[config.mk]
export PLATFORM = sky130hd
export DESIGN_NAME = mas_alert_top
export DESIGN_NICKNAME = d
export VERILOG_FILES = /design/src/logic/mas_pkg.sv /design/src/logic/mas_flt_if.sv /design/src/logic/mas_fault_filter.sv /design/src/logic/mas_alert_top.sv
export VERILOG_INCLUDE_DIRS = /design/src /design/src/logic
export SDC_FILE = /design/constraint.sdc
export NUM_CORES = 1
export LEC_CHECK = 0
export BUFFER_PORTS_ARGS = -buffer_cell sky130_fd_sc_hd__buf_4
export CAP_MARGIN = 40
export CORE_MARGIN = 8
export CORE_UTILIZATION = 40
export CTS_CLUSTER_DIAMETER = 40
export CTS_CLUSTER_SIZE = 24
export DETAILED_ROUTE_END_ITERATION = 10
export PLACE_DENSITY = 0.66
export SYNTH_ARGS = -nofsm -noshare
export SYNTH_HDL_FRONTEND = slang
export SYNTH_SLANG_ARGS = --single-unit
[constraint.sdc]
create_clock -name i_ref_clk -period 6.62 [get_ports i_ref_clk]
set_input_delay 0.331 -clock i_ref_clk [delete_from_list [all_inputs] [get_ports i_ref_clk]]
set_output_delay 0.331 -clock i_ref_clk [all_outputs]
set_load 0.05 [all_outputs]
[src/logic/mas_map.svh]
// register offsets, field positions, reset values and full-scale codes of the monitor alert block
`ifndef MAS_MAP_SVH
`define MAS_MAP_SVH

// ----------------------------------------------------------------
// register offsets (register pointer values)
// ----------------------------------------------------------------
`define MAS_ADDR_STATUS     8'h02
`define MAS_ADDR_ALERT      8'h03
`define MAS_ADDR_SHUNT      8'h04

// ----------------------------------------------------------------
// reset values
// ----------------------------------------------------------------
`define MAS_RST_STATUS      16'h0000
`define MAS_RST_ALERT       16'h0000
`define MAS_RST_SHUNT       16'h0000
`define MAS_RST_RDATA       16'h0000

// ----------------------------------------------------------------
// status flag positions
// ----------------------------------------------------------------
`define MAS_BIT_LIM_TOP     15
`define MAS_BIT_REM3        7
`define MAS_BIT_PWR_RDY     6
`define MAS_BIT_TEMP_RDY    5
`define MAS_BIT_BROWNOUT    4
`define MAS_BIT_ALERT_ACT   3
`define MAS_BIT_MATH_OVF    2
`define MAS_BIT_MASK_LO     4

// ----------------------------------------------------------------
// alert mask and control field positions
// ----------------------------------------------------------------
`define MAS_BIT_FAULT_CNT   2
`define MAS_BIT_POLARITY    1
`define MAS_BIT_LATCH       0

// ----------------------------------------------------------------
// shunt full-scale codes per gain
// ----------------------------------------------------------------
`define MAS_FS_POS_DIV8     16'h7d00
`define MAS_FS_NEG_DIV8     16'h8300
`define MAS_FS_POS_DIV4     16'h3e80
`define MAS_FS_NEG_DIV4     16'hc180
`define MAS_FS_POS_DIV2     16'h1f40
`define MAS_FS_NEG_DIV2     16'he0c0
`define MAS_FS_POS_DIV1     16'h0fa0
`define MAS_FS_NEG_DIV1     16'hf060

`endif

[src/logic/mas_pkg.sv]
// types shared by the monitor alert block
package mas_pkg;

	// alert mode selected by the latch control bit
	typedef enum logic {
		MAS_MODE_TRANSP = 1'b0,
		MAS_MODE_LATCH  = 1'b1
	} mas_mode_t;

	// shunt gain setting
	typedef enum logic [1:0] {
		MAS_PGA_DIV1 = 2'b00,
		MAS_PGA_DIV2 = 2'b01,
		MAS_PGA_DIV4 = 2'b10,
		MAS_PGA_DIV8 = 2'b11
	} mas_pga_t;

	// whole state of the top module
	typedef struct packed {
		logic [15:0] stat;
		logic [15:0] mask;
		logic [15:0] shunt;
		logic        bo_pend;
		logic        rem3_clr_ok;
		logic        alert_pin;
		logic [15:0] rd_data;
		logic        rd_valid;
	} mas_state_t;

endpackage

[src/logic/mas_flt_if.sv]
// signals between the flag logic and the fault-count filter
`timescale 1ns/100ps
interface mas_flt_if #(parameter int N_CH = 9);
	logic            upd;
	logic [1:0]      fault_cnt;
	logic [N_CH-1:0] viol;
	logic [N_CH-1:0] qual;
	logic            qual_upd;

	modport src (output upd, fault_cnt, viol, input qual, qual_upd);
	modport flt (input upd, fault_cnt, viol, output qual, qual_upd);
endinterface // mas_flt_if

[src/logic/mas_fault_filter.sv]
// consecutive-violation filter for the limit flags
`timescale 1ns/100ps
module mas_fault_filter
	import mas_pkg::*;
#(
	parameter int N_CH  = 9,
	parameter int CNT_W = 4
) (
	// clock and reset
	input wire logic i_ref_clk,
	input wire logic i_rst_b,
	// filter side of the carrier
	mas_flt_if.flt   flt
);

	typedef struct packed {
		logic [N_CH-1:0][CNT_W-1:0] cnt;
		logic [N_CH-1:0]            qual;
		logic                       upd;
	} mas_flt_state_t;

	mas_flt_state_t st_q;
	mas_flt_state_t st_d;
	logic [CNT_W-1:0] need;

	// counter must reach 8 without wrapping
	if (CNT_W < 4) begin : g_chk
		$error("mas_fault_filter: CNT_W must be at least 4");
	end

	// codes 00/01/10/11 ask for 1/2/4/8 results in a row
	assign need = CNT_W'(1) << flt.fault_cnt;

	// count saturates at the target so a long fault never wraps
	always_comb begin
		st_d     = st_q;
		st_d.upd = flt.upd;
		for (int i = 0; i < N_CH; i++) begin
			if (flt.upd) begin
				if (flt.viol[i]) begin
					if (st_q.cnt[i] < need)
						st_d.cnt[i] = st_q.cnt[i] + CNT_W'(1);
					st_d.qual[i] = (st_d.cnt[i] >= need);
				end else begin
					st_d.cnt[i]  = '0;
					st_d.qual[i] = 1'b0;
				end
			end
		end
	end

	// state register
	always_ff @(posedge i_ref_clk) begin
		if (!i_rst_b)
			st_q <= '0;
		else
			st_q <= st_d;
	end

	assign flt.qual     = st_q.qual;
	assign flt.qual_upd = st_q.upd;

endmodule // mas_fault_filter

[src/logic/mas_alert_top.sv]
// status flags, alert mask/control and shunt result register of the monitor
//
// Summary of operation
// - remote 3 flag sets on overlimit or open diode
// - transparent: remote 3 clears below limit, no open
// - power ready flag sets when power cycle done
// - power ready clears on one-shot write or read
// - temp ready: set when channels done, same clears
// - latch: brown-out error set at conversion end
// - alert flag mirrors alert, clears per mode
// - math overflow flag never drives alert
// - mask bits 4-15 gate flags, not setting
// - mask zero blocks flag, one passes it
// - fault count needs 1,2,4,8 consecutive violations
// - polarity bit: zero active low, one high
// - transparent: alert drops with cause, ignores response
// - latch: alert holds until read, response, mask
// - shunt stored sign-extended sixteen-bit two's complement
// - divide-by-8: one sign bit, limits 7d00/8300
// - divide-by-4: two sign bits, 3e80/c180
// - divide-by-2: three sign bits, 1f40/e0c0
// - divide-by-1: four sign bits, 0fa0/f060
// - latch: limit flags clear on read, reset later
`timescale 1ns/100ps
`include "mas_map.svh"
module mas_alert_top
	import mas_pkg::*;
(
	// clock and reset
	input  wire logic        i_ref_clk,
	input  wire logic        i_rst_b,
	// register port
	input  wire logic [7:0]  i_reg_addr,
	input  wire logic        i_reg_wr,
	input  wire logic [15:0] i_reg_wdata,
	input  wire logic        i_reg_rd,
	output logic      [15:0] o_reg_rdata,
	output logic             o_reg_rvalid,
	// limit comparison results
	input  wire logic        i_limit_upd,
	input  wire logic [7:0]  i_limit_viol,
	input  wire logic        i_rem3_over,
	input  wire logic        i_rem3_under,
	input  wire logic        i_rem3_open,
	// conversion and arithmetic events
	input  wire logic        i_pwr_done,
	input  wire logic        i_temp_done,
	input  wire logic        i_brownout,
	input  wire logic        i_math_ovf,
	input  wire logic        i_oneshot_wr,
	input  wire logic        i_alert_resp,
	// shunt result
	input  wire logic        i_shunt_upd,
	input  wire logic [15:0] i_shunt_code,
	input  wire logic [1:0]  i_pga,
	// alert pin
	output logic             o_alert
);

	// ----------------------------------------------------------------
	// declarations
	// ----------------------------------------------------------------
	mas_state_t st_q;
	mas_state_t st_d;
	mas_flt_if #(.N_CH(9)) flt ();
	logic stat_rd;
	logic mask_wr;
	logic cause_q;
	mas_mode_t mode;

	// clamp the raw code to the full scale of the gain; sign bits follow
	function automatic logic [15:0] mas_clamp(input logic [15:0] code, input logic [1:0] pga);
		logic [15:0] pos;
		logic [15:0] neg;
		pos = `MAS_FS_POS_DIV1;
		neg = `MAS_FS_NEG_DIV1;
		case (mas_pga_t'(pga))
			MAS_PGA_DIV8: begin
				pos = `MAS_FS_POS_DIV8;
				neg = `MAS_FS_NEG_DIV8;
			end
			MAS_PGA_DIV4: begin
				pos = `MAS_FS_POS_DIV4;
				neg = `MAS_FS_NEG_DIV4;
			end
			MAS_PGA_DIV2: begin
				pos = `MAS_FS_POS_DIV2;
				neg = `MAS_FS_NEG_DIV2;
			end
			MAS_PGA_DIV1: begin
				pos = `MAS_FS_POS_DIV1;
				neg = `MAS_FS_NEG_DIV1;
			end
			default: begin
				pos = `MAS_FS_POS_DIV1;
				neg = `MAS_FS_NEG_DIV1;
			end
		endcase
		if ($signed(code) > $signed(pos))
			return pos;
		else if ($signed(code) < $signed(neg))
			return neg;
		else
			return code;
	endfunction

	// unmasked-flag term over mask positions 4 to 15
	function automatic logic mas_cause(input logic [15:0] stat, input logic [15:0] mask);
		return |(stat[15:`MAS_BIT_MASK_LO] & mask[15:`MAS_BIT_MASK_LO]);
	endfunction

	// ----------------------------------------------------------------
	// fault-count filter for flags 15 down to 7
	// ----------------------------------------------------------------
	assign flt.upd       = i_limit_upd;
	assign flt.fault_cnt = st_q.mask[`MAS_BIT_FAULT_CNT+1:`MAS_BIT_FAULT_CNT];
	assign flt.viol      = {i_limit_viol, i_rem3_over | i_rem3_open};

	mas_fault_filter #(
		.N_CH  (9),
		.CNT_W (4)
	) u_filter (
		.i_ref_clk (i_ref_clk),
		.i_rst_b   (i_rst_b),
		.flt       (flt)
	);

	// ----------------------------------------------------------------
	// decode
	// ----------------------------------------------------------------
	assign stat_rd = i_reg_rd && (i_reg_addr == `MAS_ADDR_STATUS);
	assign mask_wr = i_reg_wr && (i_reg_addr == `MAS_ADDR_ALERT);
	assign mode    = mas_mode_t'(st_q.mask[`MAS_BIT_LATCH]);
	assign cause_q = mas_cause(st_q.stat, st_q.mask);

	// ----------------------------------------------------------------
	// next state: clears are applied first so that sets win
	// ----------------------------------------------------------------
	always_comb begin
		st_d = st_q;

		// status read clears latched limit flags and the event flags
		if (stat_rd) begin
			if (mode == MAS_MODE_LATCH)
				st_d.stat[15:`MAS_BIT_REM3] = '0;
			st_d.stat[`MAS_BIT_PWR_RDY]  = 1'b0;
			st_d.stat[`MAS_BIT_TEMP_RDY] = 1'b0;
			st_d.stat[`MAS_BIT_BROWNOUT] = 1'b0;
			st_d.stat[`MAS_BIT_MATH_OVF] = 1'b0;
		end
		if (i_oneshot_wr) begin
			st_d.stat[`MAS_BIT_PWR_RDY]  = 1'b0;
			st_d.stat[`MAS_BIT_TEMP_RDY] = 1'b0;
		end

		// remember whether the newest remote 3 result may clear the flag
		if (i_limit_upd)
			st_d.rem3_clr_ok = i_rem3_under && !i_rem3_open;

		// limit flags update one cycle after the filter samples
		if (flt.qual_upd) begin
			for (int i = 1; i < 9; i++) begin
				if (mode == MAS_MODE_LATCH)
					st_d.stat[`MAS_BIT_REM3+i] = st_d.stat[`MAS_BIT_REM3+i] | flt.qual[i];
				else
					st_d.stat[`MAS_BIT_REM3+i] = flt.qual[i];
			end
			// hysteresis: between the two thresholds the flag holds
			if (flt.qual[0])
				st_d.stat[`MAS_BIT_REM3] = 1'b1;
			else if (mode == MAS_MODE_TRANSP && st_q.rem3_clr_ok)
				st_d.stat[`MAS_BIT_REM3] = 1'b0;
		end

		// ready flags
		if (i_pwr_done)
			st_d.stat[`MAS_BIT_PWR_RDY] = 1'b1;
		if (i_temp_done)
			st_d.stat[`MAS_BIT_TEMP_RDY] = 1'b1;

		// brown-out is remembered through the conversion, flagged at its end in latch mode only
		if (i_pwr_done) begin
			st_d.bo_pend = 1'b0;
			if (mode == MAS_MODE_LATCH && (st_q.bo_pend || i_brownout))
				st_d.stat[`MAS_BIT_BROWNOUT] = 1'b1;
		end else if (i_brownout) begin
			st_d.bo_pend = 1'b1;
		end

		// overflow is outside the mask range, so it cannot reach the alert
		if (i_math_ovf)
			st_d.stat[`MAS_BIT_MATH_OVF] = 1'b1;

		// mask and control register
		if (mask_wr)
			st_d.mask = i_reg_wdata;

		// shunt result
		if (i_shunt_upd)
			st_d.shunt = mas_clamp(i_shunt_code, i_pga);

		// alert: transparent follows the cause, latch holds until released
		if (st_d.mask[`MAS_BIT_LATCH] == MAS_MODE_LATCH) begin
			st_d.stat[`MAS_BIT_ALERT_ACT] = mas_cause(st_d.stat, st_d.mask)
				| (st_q.stat[`MAS_BIT_ALERT_ACT] && !stat_rd && !i_alert_resp && !mask_wr);
		end else begin
			st_d.stat[`MAS_BIT_ALERT_ACT] = mas_cause(st_d.stat, st_d.mask);
		end
		st_d.stat[1:0] = 2'b00;

		// pin level from the new polarity so it never glitches a cycle late
		st_d.alert_pin = st_d.mask[`MAS_BIT_POLARITY] ? st_d.stat[`MAS_BIT_ALERT_ACT]
			: !st_d.stat[`MAS_BIT_ALERT_ACT];

		// read data returns the value before any read side effect
		st_d.rd_valid = i_reg_rd;
		if (i_reg_rd) begin
			case (i_reg_addr)
				`MAS_ADDR_STATUS: st_d.rd_data = st_q.stat;
				`MAS_ADDR_ALERT:  st_d.rd_data = st_q.mask;
				`MAS_ADDR_SHUNT:  st_d.rd_data = st_q.shunt;
				default:          st_d.rd_data = 16'h0000;
			endcase
		end
	end

	// ----------------------------------------------------------------
	// state register
	// ----------------------------------------------------------------
	always_ff @(posedge i_ref_clk) begin
		if (!i_rst_b) begin
			st_q <= '{stat: `MAS_RST_STATUS, mask: `MAS_RST_ALERT, shunt: `MAS_RST_SHUNT,
				bo_pend: 1'b0, rem3_clr_ok: 1'b0, alert_pin: 1'b1,
				rd_data: `MAS_RST_RDATA, rd_valid: 1'b0};
		end else begin
			st_q <= st_d;
		end
	end

	assign o_reg_rdata  = st_q.rd_data;
	assign o_reg_rvalid = st_q.rd_valid;
	assign o_alert      = st_q.alert_pin;
endmodule // mas_alert_top

==> results of run 1 <==
## power by group through the flow
stage,clock (W),combinational (W),sequential (W)
5_1_grt,0.000600,0.000314,0.000726
6_report,0.000566,0.000282,0.000723
4_1_cts,0.000582,0.000283,0.000722
2_1_floorplan,0,0.000203,0.000730
3_5_place_dp,0,0.000279,0.000738
3_3_place_gp,0,0.000275,0.000738
## cells by family after synthesis
group | count (synthesis) | synth area share [%]
buffers and inverters | 82 | 5.55
adders and majority gates | 94 | 16.1
AOI/OAI and AO/OA | 219 | 19.8
DFF | 112 | 30.8
xor gates and xnor gates | 27 | 3.25
muxes | 41 | 5.79
and+or+nand+nor | 261 | 18.7
## flip-flops by register name, indices dropped and copies added (netlist names)
name                   flops
o_alert                    1
u_filter.flt.qual_upd      1
st_q                      45
o_reg_rdata               16
o_reg_rvalid               1
mode                       1
u_filter.st_q             36
u_filter.flt.qual          9
flt.fault_cnt              2
## routing by layer
| metal | up-vias | wire (um) |
|---|---|---|
| met5 | - | 0 |
| li1 | 3103 | - |
| met2 | 105 | 8080 |
| met3 | 7 | 922 |
| met1 | 2861 | 9070 |
| met4 | 0 | 139 |
## cell type report
class,count,area share (%)
sequential,112,27.2
clock buffer,9,2.73
timing repair buffer,88,8.06
clock inverter,7,1.08
tap,229,3.47
inverter,23,1.05
multi-input combinational,642,56.4
## worst max-delay path by stage
stage,start,endpoint,slack (ns),depth (start not counted)
floorplan,flt.fault_cnt[1],u_filter.flt.qual[0],3.11,15
global placement,flt.fault_cnt[0],u_filter.flt.qual[3],2.58,13
detailed placement,flt.fault_cnt[0],u_filter.flt.qual[3],2.58,13
CTS,flt.fault_cnt[0],u_filter.flt.qual[3],2.50,13
global route,flt.fault_cnt[0],u_filter.flt.qual[8],2.14,13
finish,flt.fault_cnt[0],u_filter.flt.qual[6],2.51,13
## per-stage QoR
stage | hold slack, ns | setup slack (ns) | util (%) | cell area, um^2 | std cells
finish | 0.151 | 2.51 | 46.1 | 8250 | 1110
global route | 0.157 | 2.14 | 46.1 | 8250 | 1110
CTS | 0.133 | 2.50 | 46.1 | 8250 | 1110
detailed placement | 0.459 | 2.58 | 44.3 | 7930 | 1094
global placement | 0.454 | 2.58 | 44.2 | 7910 | 1092
floorplan | 0.410 | 3.11 | - | 7290 | 836
## synthesized netlist by cell type, drive strengths merged, types with 11 or more instances
cell type	instances	area share (%)
dfxtp	112	31
ha	94	16
a21oi	86	5.9
nand2	69	3.6
nor2	60	3.1
clkbuf	37	2.2
mux2i	32	4.4
nand2b	32	2.9
o21ai	32	2.2
xnor2	27	3.2
buf	22	2.2
inv	22	1.1
a21o	19	2.0
a211oi	15	1.5
nor2b	15	1.3
nor3	12	0.82
and2	11	0.98
nand4	11	1.0
## worst register-to-register path, cell delays in order (launching register included)
cell and delay [ns]:
dfxtp_1 0.70, nand2b_1 0.63, ha_1 0.50, o31a_1 0.10, o21ai_0 0.15, nand2b_1 0.07, a21oi_1 0.43, mux2_2 0.42
ha_1 0.29, a21o_1 0.10, a21o_1 0.11, a21oi_1 0.06, or3_1 0.33, a21oi_1 0.14
==> impl_metrics.env, run 1 <==
export IMPL_clockBufferDepth=2
export IMPL_synth_async_reset_ratio_pct=0
export IMPL_gp_congestion=0.808
export IMPL_final_max_slew_violation_count=0
export IMPL_max_freq_mhz=243
export IMPL_irDropWorstVdd_uv=141
export IMPL_fill_cells=1769
export IMPL_use_met3_pct=3.23
export IMPL_clk_pin_slew_ns=0.08
export IMPL_grt_overflow_total=0
export IMPL_post_cts_buffers=0
export IMPL_max_stage_delay_ns=0.70
export IMPL_arrival_ns=4.40
export IMPL_wl_um=18200
export IMPL_outcome="finished clean"
export IMPL_synth_ff_type="dfxtp_1"
export IMPL_synth_cell_types=64
export IMPL_p_int_w=0.00110
export IMPL_clock_sinks=112
export IMPL_syn_nets=995
export IMPL_reg2reg_from="flt.fault_cnt[0]"
export IMPL_fin_crit_ns=4.11
export IMPL_wl_per_cell_um=16.4
export IMPL_grt_pass1_wl_um=29200
export IMPL_first_pass_iters=5
export IMPL_num_io_pins=83
export IMPL_layout_common_cells="dfxtp_1 (112), ha_1 (94), buf_4 (87)"
export IMPL_seq_power_share_pct=46.0
export IMPL_reg2reg_slack_ns=2.51
export IMPL_io_buffers=82
export IMPL_combPwrFrac_pct=18.0
export IMPL_first_iter_violations=332
export IMPL_worstPathMaxFanout=18
export IMPL_multiInputGateArea_um2=4650
export IMPL_whs_path_depth=2
export IMPL_cts_resized=0
export IMPL_rows=49
export IMPL_yosys_warnings=0
export IMPL_cts_tree="yes"
export IMPL_hpwl_um=13000
export IMPL_holdCritPathClass="primary input to register"
export IMPL_avgSynthCellArea_um2=8.72
export IMPL_vias=6076
export IMPL_crit_chain="nand2b_1 -> ha_1 -> o31a_1 -> o21ai_0 -> nand2b_1 -> a21oi_1 -> mux2_2 -> ha_1 -> a21o_1 -> a21o_1 -> a21oi_1 -> or3_1 -> a21oi_1"
export IMPL_syn_instance_count=836
export IMPL_setup_violations=0
export IMPL_grt_max_degree=70
export IMPL_cp_end_kind="register"
export IMPL_drtAntennaViolNets=0
export IMPL_pwr_density_cell_nw_per_um2=191
export IMPL_synth_edf_count=0
export IMPL_cts_htree_levels=3
export IMPL_p_leak_nw=3.44
export IMPL_die_y_um=151
export IMPL_maxSlewHeadroom_pct=44.6
export IMPL_clkPwrFrac_pct=36.0
export IMPL_skew_ns=0.00785
export IMPL_finalHoldViolCount=0
export IMPL_dieArea_um2=22800
export IMPL_numCtsBuffers=9
export IMPL_initial_utilization_pct=40.7
export IMPL_required_ns=6.90
export IMPL_antenna_cells=0
export IMPL_cpMostUsedCell="a21oi_1"
export IMPL_drc=0
export IMPL_layout_commonest_cell="dfxtp_1"
export IMPL_startpoint_type="register"
export IMPL_grt_pass1_vias=5688
export IMPL_worst_slew_pin_slew_ns=0.832
export IMPL_track_usage_pct=15.7
export IMPL_cpMaxStageDelayCell="dfxtp_1"
export IMPL_antenna_found_initial=0
export IMPL_min_period_over_period_pct=62.1
export IMPL_fp_dieW_um=151
export IMPL_syn_area_um2=7290
export IMPL_clockRootBuffer="clkbuf_16"
export IMPL_gr_usage_met2_pct=24.7
export IMPL_hold_start="i_pwr_done"
export IMPL_timing_max_cap_violations=0
export IMPL_finalNetCount=1035
export IMPL_core_um2=17900
export IMPL_finalPower_w=0.00157
export IMPL_switching_share_pct=29.9
export IMPL_vias_per_cell=5.47
export IMPL_critPathKind="register to register"
export IMPL_critPathBufInv=0
export IMPL_grt_setup_unrepaired="false"
export IMPL_drive_above_1_share_pct=14.6
export IMPL_r2r_end="u_filter.flt.qual[6]"
export IMPL_hold_end="st_q[19]"
export IMPL_yosysSeqAreaShare_pct=30.8
export IMPL_regArea_um2=2240
export IMPL_area_delta_synth_final_pct=13.2
export IMPL_worstRegToRegCells=13
export IMPL_critical_path_top_delay_family="compound AO/OA/AOI/OAI gates"
export IMPL_switchingPower_w=0.000470
export IMPL_use_met1_pct=21.9
export IMPL_setup_tns_ns=0
export IMPL_top_usage_layer="met2"
export IMPL_ctsHoldBuffers=0
export IMPL_clock_latency_ns=0.36
export IMPL_synth_seq_cells=112
Power figures use the tool's default switching activity.
==> run 2: changes to the inputs <==
--- a/config.mk
+++ b/config.mk
@@ -13,7 +13,7 @@
 export CTS_CLUSTER_DIAMETER = 40
 export CTS_CLUSTER_SIZE = 24
 export DETAILED_ROUTE_END_ITERATION = 10
-export PLACE_DENSITY = 0.66
+export PLACE_DENSITY = 0.68
 export SYNTH_ARGS = -nofsm -noshare
 export SYNTH_HDL_FRONTEND = slang
 export SYNTH_SLANG_ARGS = --single-unit
==> constraint.sdc (replaced) <==
create_clock -name i_ref_clk -period 3.5 [get_ports i_ref_clk]
set_input_delay 0.175 -clock i_ref_clk [delete_from_list [all_inputs] [get_ports i_ref_clk]]
set_output_delay 0.175 -clock i_ref_clk [all_outputs]
set_load 0.05 [all_outputs]
==> run 2 against run 1 <==
Critical endpoint is now u_filter.flt.qual[5]; utilization up 0.90 points; final cell count grew 1.7%; first-iteration DRC count decreased by 4.2%; setup slack got worse by 2.2 ns; global-route usage rose by 0.48 points; wire length up 0.86%; highest routed layer unchanged; largest power group unchanged; register-to-register slack worse by 2.2 ns; non-clock buffer count rose by 19; design area up 2.0%.
==> impl_metrics.env, run 2 (synthesis results as in run 1) <==
export IMPL_core_um2=17900
export IMPL_vias_per_cell=5.46
export IMPL_largest_reg_flops=45
export IMPL_clkPwrFrac_pct=36.2
export IMPL_p_int_w=0.00211
export IMPL_first_iter_violations=318
export IMPL_reg2reg_from="flt.fault_cnt[1]"
export IMPL_num_io_pins=83
export IMPL_max_freq_mhz=313
export IMPL_layout_commonest_cell="dfxtp_1"
export IMPL_setup_violations=0
export IMPL_holdCritPathClass="primary input to register"
export IMPL_grt_overflow_total=0
export IMPL_drtAntennaViolNets=0
export IMPL_critPathKind="register to register"
export IMPL_rows=49
export IMPL_pre_cts_slack_ns=0.269
export IMPL_timing_critical_path_to="u_filter.flt.qual[5]"
export IMPL_required_ns=3.80
export IMPL_gr_usage_met2_pct=25.7
export IMPL_worstPathMaxFanout=18
export IMPL_clk_pin_slew_ns=0.08
export IMPL_pwr_density_cell_nw_per_um2=357
export IMPL_initial_utilization_pct=40.7
export IMPL_crit_start="flt.fault_cnt[1]"
export IMPL_grt_max_degree=55
export IMPL_drive_above_1_share_pct=16.4
export IMPL_use_met3_pct=2.87
export IMPL_drc=0
export IMPL_antenna_cells=0
export IMPL_clockBufferDepth=2
export IMPL_fill_cells=1751
export IMPL_outcome="finished clean"
export IMPL_cpMostUsedCell="a21oi_1"
export IMPL_io_buffers=82
export IMPL_top_usage_layer="met2"
export IMPL_worstRegToRegCells=13
export IMPL_area_delta_synth_final_pct=15.4
export IMPL_die_y_um=151
export IMPL_grt_setup_unrepaired="false"
export IMPL_wl_per_cell_um=16.3
export IMPL_top_register="st_q"
export IMPL_arrival_ns=3.49
export IMPL_wl_um=18400
export IMPL_finalNetCount=1054
export IMPL_track_usage_pct=16.2
export IMPL_setup_tns_ns=0
export IMPL_worst_slew_pin_slew_ns=0.704
export IMPL_finalHoldViolCount=0
export IMPL_layout_common_cells="dfxtp_1 (112), buf_4 (105), ha_1 (94)"
export IMPL_first_pass_iters=7
export IMPL_fp_dieW_um=151
export IMPL_vias=6160
export IMPL_switching_share_pct=29.9
export IMPL_final_max_slew_violation_count=0
export IMPL_dieArea_um2=22800
export IMPL_crit_chain="nand2b_2 -> ha_1 -> o31a_1 -> o21ai_0 -> nand2b_1 -> a21oi_1 -> mux2_2 -> ha_1 -> a21o_1 -> a21o_1 -> a21oi_1 -> or3_1 -> a21oi_1"
export IMPL_cpMaxStageDelayCell="nand2b_2"
export IMPL_clock_latency_ns=0.36
export IMPL_p_leak_nw=3.54
export IMPL_setup_ws_ns=0.307
export IMPL_hpwl_um=13400
export IMPL_max_stage_delay_ns=0.41
export IMPL_clock_sinks=112
export IMPL_switchingPower_w=0.000899
export IMPL_numCtsBuffers=9
export IMPL_skew_ns=0.00847
export IMPL_startpoint_type="register"
export IMPL_combPwrFrac_pct=18.4
export IMPL_antenna_found_initial=0
export IMPL_seq_power_share_pct=45.4
export IMPL_reg2reg_slack_ns=0.31
export IMPL_min_period_over_period_pct=91.2
export IMPL_cts_tree="yes"
export IMPL_grt_pass1_vias=5901
export IMPL_cp_end_kind="register"
export IMPL_clockRootBuffer="clkbuf_16"
export IMPL_cts_htree_levels=3
export IMPL_final_core_utilization_pct=47.0
export IMPL_grt_pass1_wl_um=30000
export IMPL_use_met1_pct=22.4
export IMPL_timing_max_cap_violations=0
export IMPL_r2r_end="u_filter.flt.qual[5]"
export IMPL_gp_congestion=0.833
export IMPL_maxSlewHeadroom_pct=53.0
export IMPL_irDropWorstVdd_uv=280
export IMPL_whs_path_depth=3
export IMPL_fin_crit_ns=3.19
[run 2: worst min path at each step]
stage                     from        to  slack (ns)
finish              i_math_ovf  st_q[54]        0.03
CTS                 i_math_ovf  st_q[54]        0.02
global placement    i_pwr_done  st_q[19]        0.36
global route        i_math_ovf  st_q[54]        0.05
floorplan           i_pwr_done  st_q[19]        0.25
detailed placement  i_pwr_done  st_q[19]        0.37
[run 2: routing by layer]
| metal | part of all wire [%] | vias to the layer above | routed length [um] |
|---|---|---|---|
| met1 | 49 | 2852 | 9010 |
| met2 | 44 | 140 | 8100 |
| li1 | - | 3151 | - |
| met4 | 1.3 | 0 | 235 |
| met3 | 5.5 | 17 | 1020 |
| met5 | 0 | - | 0 |
[run 2: power by group through the flow]
stage / sequential, W / combinational, W / clock [W]
global route: 0.00137 / 0.000617 / 0.00116
CTS: 0.00136 / 0.000552 / 0.00112
finish: 0.00136 / 0.000552 / 0.00109
floorplan: 0.00138 / 0.000384 / 0
detailed placement: 0.00139 / 0.000548 / 0
global placement: 0.00139 / 0.000540 / 0
[run 2: critical path, delay by kind of cell, from the launching register on]
family	cells	cell delay [ns]
multiplexers	1	0.39
AO/OA/AOI/OAI	7	0.94
flip-flops	1	0.32
adder cells (fa/ha/maj)	2	0.67
AND/OR/NAND/NOR	3	0.80
[run 2: per-stage QoR]
| step | total power (W) | hold WS (ns) | cells | area [um^2] |
|---|---|---|---|---|
| finish | 0.00300 | 0.0341 | 1129 | 8410 |
| global route | 0.00315 | 0.0466 | 1129 | 8410 |
| floorplan | 0.00176 | 0.254 | 836 | 7290 |
| detailed placement | 0.00194 | 0.368 | 1112 | 8080 |
| CTS | 0.00304 | 0.0238 | 1129 | 8410 |
| global placement | 0.00193 | 0.365 | 1112 | 8080 |
[run 2: final cells by class]
type                    instances  area (um^2)  area share [%]
multi-input cells             642         4660            55.4
flip-flops and latches        112         2240            26.7
repair buffers                107          818            9.73
well taps                     229          287            3.41
clock buffers                   9          225            2.68
clock inverters                 7         93.8            1.12
inverters                      23         86.3            1.03
[run 2: timing repair]
item | in CTS | in global routing
endpoints found under the hold margin | 1 | 0
buffers inserted | 0 | 0
resized for setup | 0 | 0
hold buffers | 1 | 0
==> run 3: changes to the inputs <==
--- a/config.mk
+++ b/config.mk
@@ -8,6 +8,7 @@
 export LEC_CHECK = 0
 export BUFFER_PORTS_ARGS = -buffer_cell sky130_fd_sc_hd__buf_4
 export CAP_MARGIN = 40
+export CORE_ASPECT_RATIO = 1.1
 export CORE_MARGIN = 8
 export CORE_UTILIZATION = 40
 export CTS_CLUSTER_DIAMETER = 40
==> run 3 against run 2 <==
Sequential power barely moved; maximum frequency grew 4.0%; hold slack worse by 0.0040 ns; total power down 2.0%; flip-flop and latch count unchanged; non-clock buffer count rose by 2; clock power down 6%; utilization is 0.24 points higher; setup slack improved by 0.12 ns; first-iteration DRC count fell by 9.1%; die area barely moved; combinational power down 1%.
==> impl_metrics.env, run 3 (synthesis results as in run 1) <==
export IMPL_critPathKind="register to register"
export IMPL_dpl_instance_area_um2=8110
export IMPL_drive_above_1_share_pct=16.5
export IMPL_grt_max_degree=65
export IMPL_fin_crit_ns=3.07
export IMPL_grt_pass1_vias=5941
export IMPL_holdCritPathClass="primary input to register"
export IMPL_antenna_found_initial=0
export IMPL_setup_violations=0
export IMPL_clockRootBuffer="clkbuf_16"
export IMPL_max_freq_mhz=326
export IMPL_clockBufferDepth=2
export IMPL_cts_htree_levels=3
export IMPL_track_usage_pct=16.2
export IMPL_core_um2=17800
export IMPL_hpwl_um=13300
export IMPL_drtAntennaViolNets=0
export IMPL_fp_dieW_um=145
export IMPL_finalHoldViolCount=0
export IMPL_top_register="st_q"
export IMPL_clock_latency_ns=0.37
export IMPL_first_pass_iters=4
export IMPL_layout_common_cells="dfxtp_1 (112), buf_4 (107), ha_1 (94)"
export IMPL_post_cts_buffers=0
export IMPL_drc=0
export IMPL_clk_pin_slew_ns=0.08
export IMPL_io_buffers=82
export IMPL_dp_cells=1123
export IMPL_required_ns=3.80
export IMPL_setup_tns_ns=0
export IMPL_wl_per_cell_um=15.8
export IMPL_cts_tree="yes"
export IMPL_maxSlewHeadroom_pct=64.4
export IMPL_antenna_cells=0
export IMPL_num_io_pins=83
export IMPL_wl_met1_um=8080
export IMPL_post_layout_nonfiller_instances=1140
export IMPL_final_max_slew_violation_count=0
export IMPL_gp_congestion=0.817
export IMPL_vias_per_cell=5.33
export IMPL_first_iter_violations=289
export IMPL_routed_top_layer="met4"
export IMPL_initial_utilization_pct=40.9
export IMPL_die_y_um=158
export IMPL_area_delta_synth_final_pct=15.3
export IMPL_numCtsBuffers=9
export IMPL_finalNetCount=1056
export IMPL_met2_length_um=8650
export IMPL_dieArea_um2=22800
export IMPL_largest_reg_flops=45
export IMPL_worst_slew_pin_slew_ns=0.533
export IMPL_wl_met3_um=1050
export IMPL_outcome="finished clean"
export IMPL_rows=51
export IMPL_skew_ns=0.00965
export IMPL_grt_setup_unrepaired="false"
export IMPL_irDropWorstVdd_uv=268
export IMPL_grt_pass1_wl_um=29600
export IMPL_cp_end_kind="register"
export IMPL_min_period_over_period_pct=87.8
export IMPL_startpoint_type="register"
export IMPL_arrival_ns=3.37
export IMPL_final_area_um2=8400
export IMPL_wl_um=18000
export IMPL_timing_max_cap_violations=0
export IMPL_grt_overflow_total=0
export IMPL_layout_commonest_cell="dfxtp_1"
export IMPL_pwr_density_cell_nw_per_um2=350
export IMPL_worstPathMaxFanout=11
export IMPL_clock_sinks=112
export IMPL_p_leak_nw=3.53
export IMPL_vias=6078
-- run 3: cell count changes in the layout (fill, tap and decap cells not counted) --
| cell | previous run | this run |
|---|---|---|
| clkbuf_1 | 0 | 1 |
| clkinv_8 | 3 | 0 |
| buf_4 | 105 | 107 |
| inv_8 | 1 | 3 |
| inv_12 | 1 | 0 |
| clkinv_4 | 0 | 2 |
| inv_6 | 2 | 1 |
-- run 3: worst max-delay path, stage by stage, from the launching register on --
cell and delay, ns:
dfxtp_1 0.51, nand2b_2 0.09, buf_4 0.19, ha_1 0.28
o31a_1 0.10, o21ai_0 0.18, nand2b_1 0.08, a21oi_1 0.20
mux2_2 0.37, ha_1 0.28, a21o_1 0.12, a21o_1 0.11
a21oi_1 0.06, or3_1 0.31, a21oi_1 0.13
-- run 3: stage by stage --
stage / setup slack (ns) / hold slack [ns] / utilization [%] / power [W]
final: 0.429 / 0.0301 / 47.2 / 0.00295
after floorplan: 0.136 / 0.254 / - / 0.00176
after detailed placement: 0.239 / 0.369 / 45.5 / 0.00194
after global placement: 0.359 / 0.369 / 45.5 / 0.00193
after global routing: 0.154 / 0.0549 / 47.2 / 0.00310
after CTS: 0.445 / 0.0262 / 47.2 / 0.00298
-- run 3: area by class of cell --
cell class                      count  area [um^2]
Clock inverter                      6         60.1
Clock buffer                       10          229
Timing Repair Buffer              109          833
Inverter                           23         86.3
Sequential cell                   112         2240
Multi-Input combinational cell    642         4660
Tap cell                          238          298
Fill cell                        1754         9400
-- run 3: worst paths after layout --
check / start / to / slack, ns / cells after the start
setup / recovery: flt.fault_cnt[0] / u_filter.flt.qual[4] / 0.43 / 14
hold / removal: i_math_ovf / st_q[54] / 0.03 / 3
setup reg to reg: flt.fault_cnt[0] / u_filter.flt.qual[4] / 0.43 / 14
hold reg to reg: u_filter.flt.qual[1] / u_filter.flt.qual[1] / 0.47 / 2
-- run 3: what timing repair did --
action | in CTS | in global routing
endpoints found under the hold margin | 1 | 0
gates resized for setup | 0 | 0
hold buffers | 1 | 0
-- run 3: power by group --
part | switching (W) | total, W | internal [W]
registers | 0.0000438 | 0.00137 | 0.00132
logic | 0.000285 | 0.000545 | 0.000260
clock network | 0.000530 | 0.00103 | 0.000505
total | 0.000859 | 0.00295 | 0.00209
-- run 3: routing by layer --
| layer | vias to the layer above | track usage (%) |
|---|---|---|
| met4 | 0 | 3.72 |
| li1 | 3137 | - |
| met1 | 2807 | 19.9 |
| met2 | 116 | 28.1 |
| met3 | 18 | 3.76 |
| met5 | - | 0 |
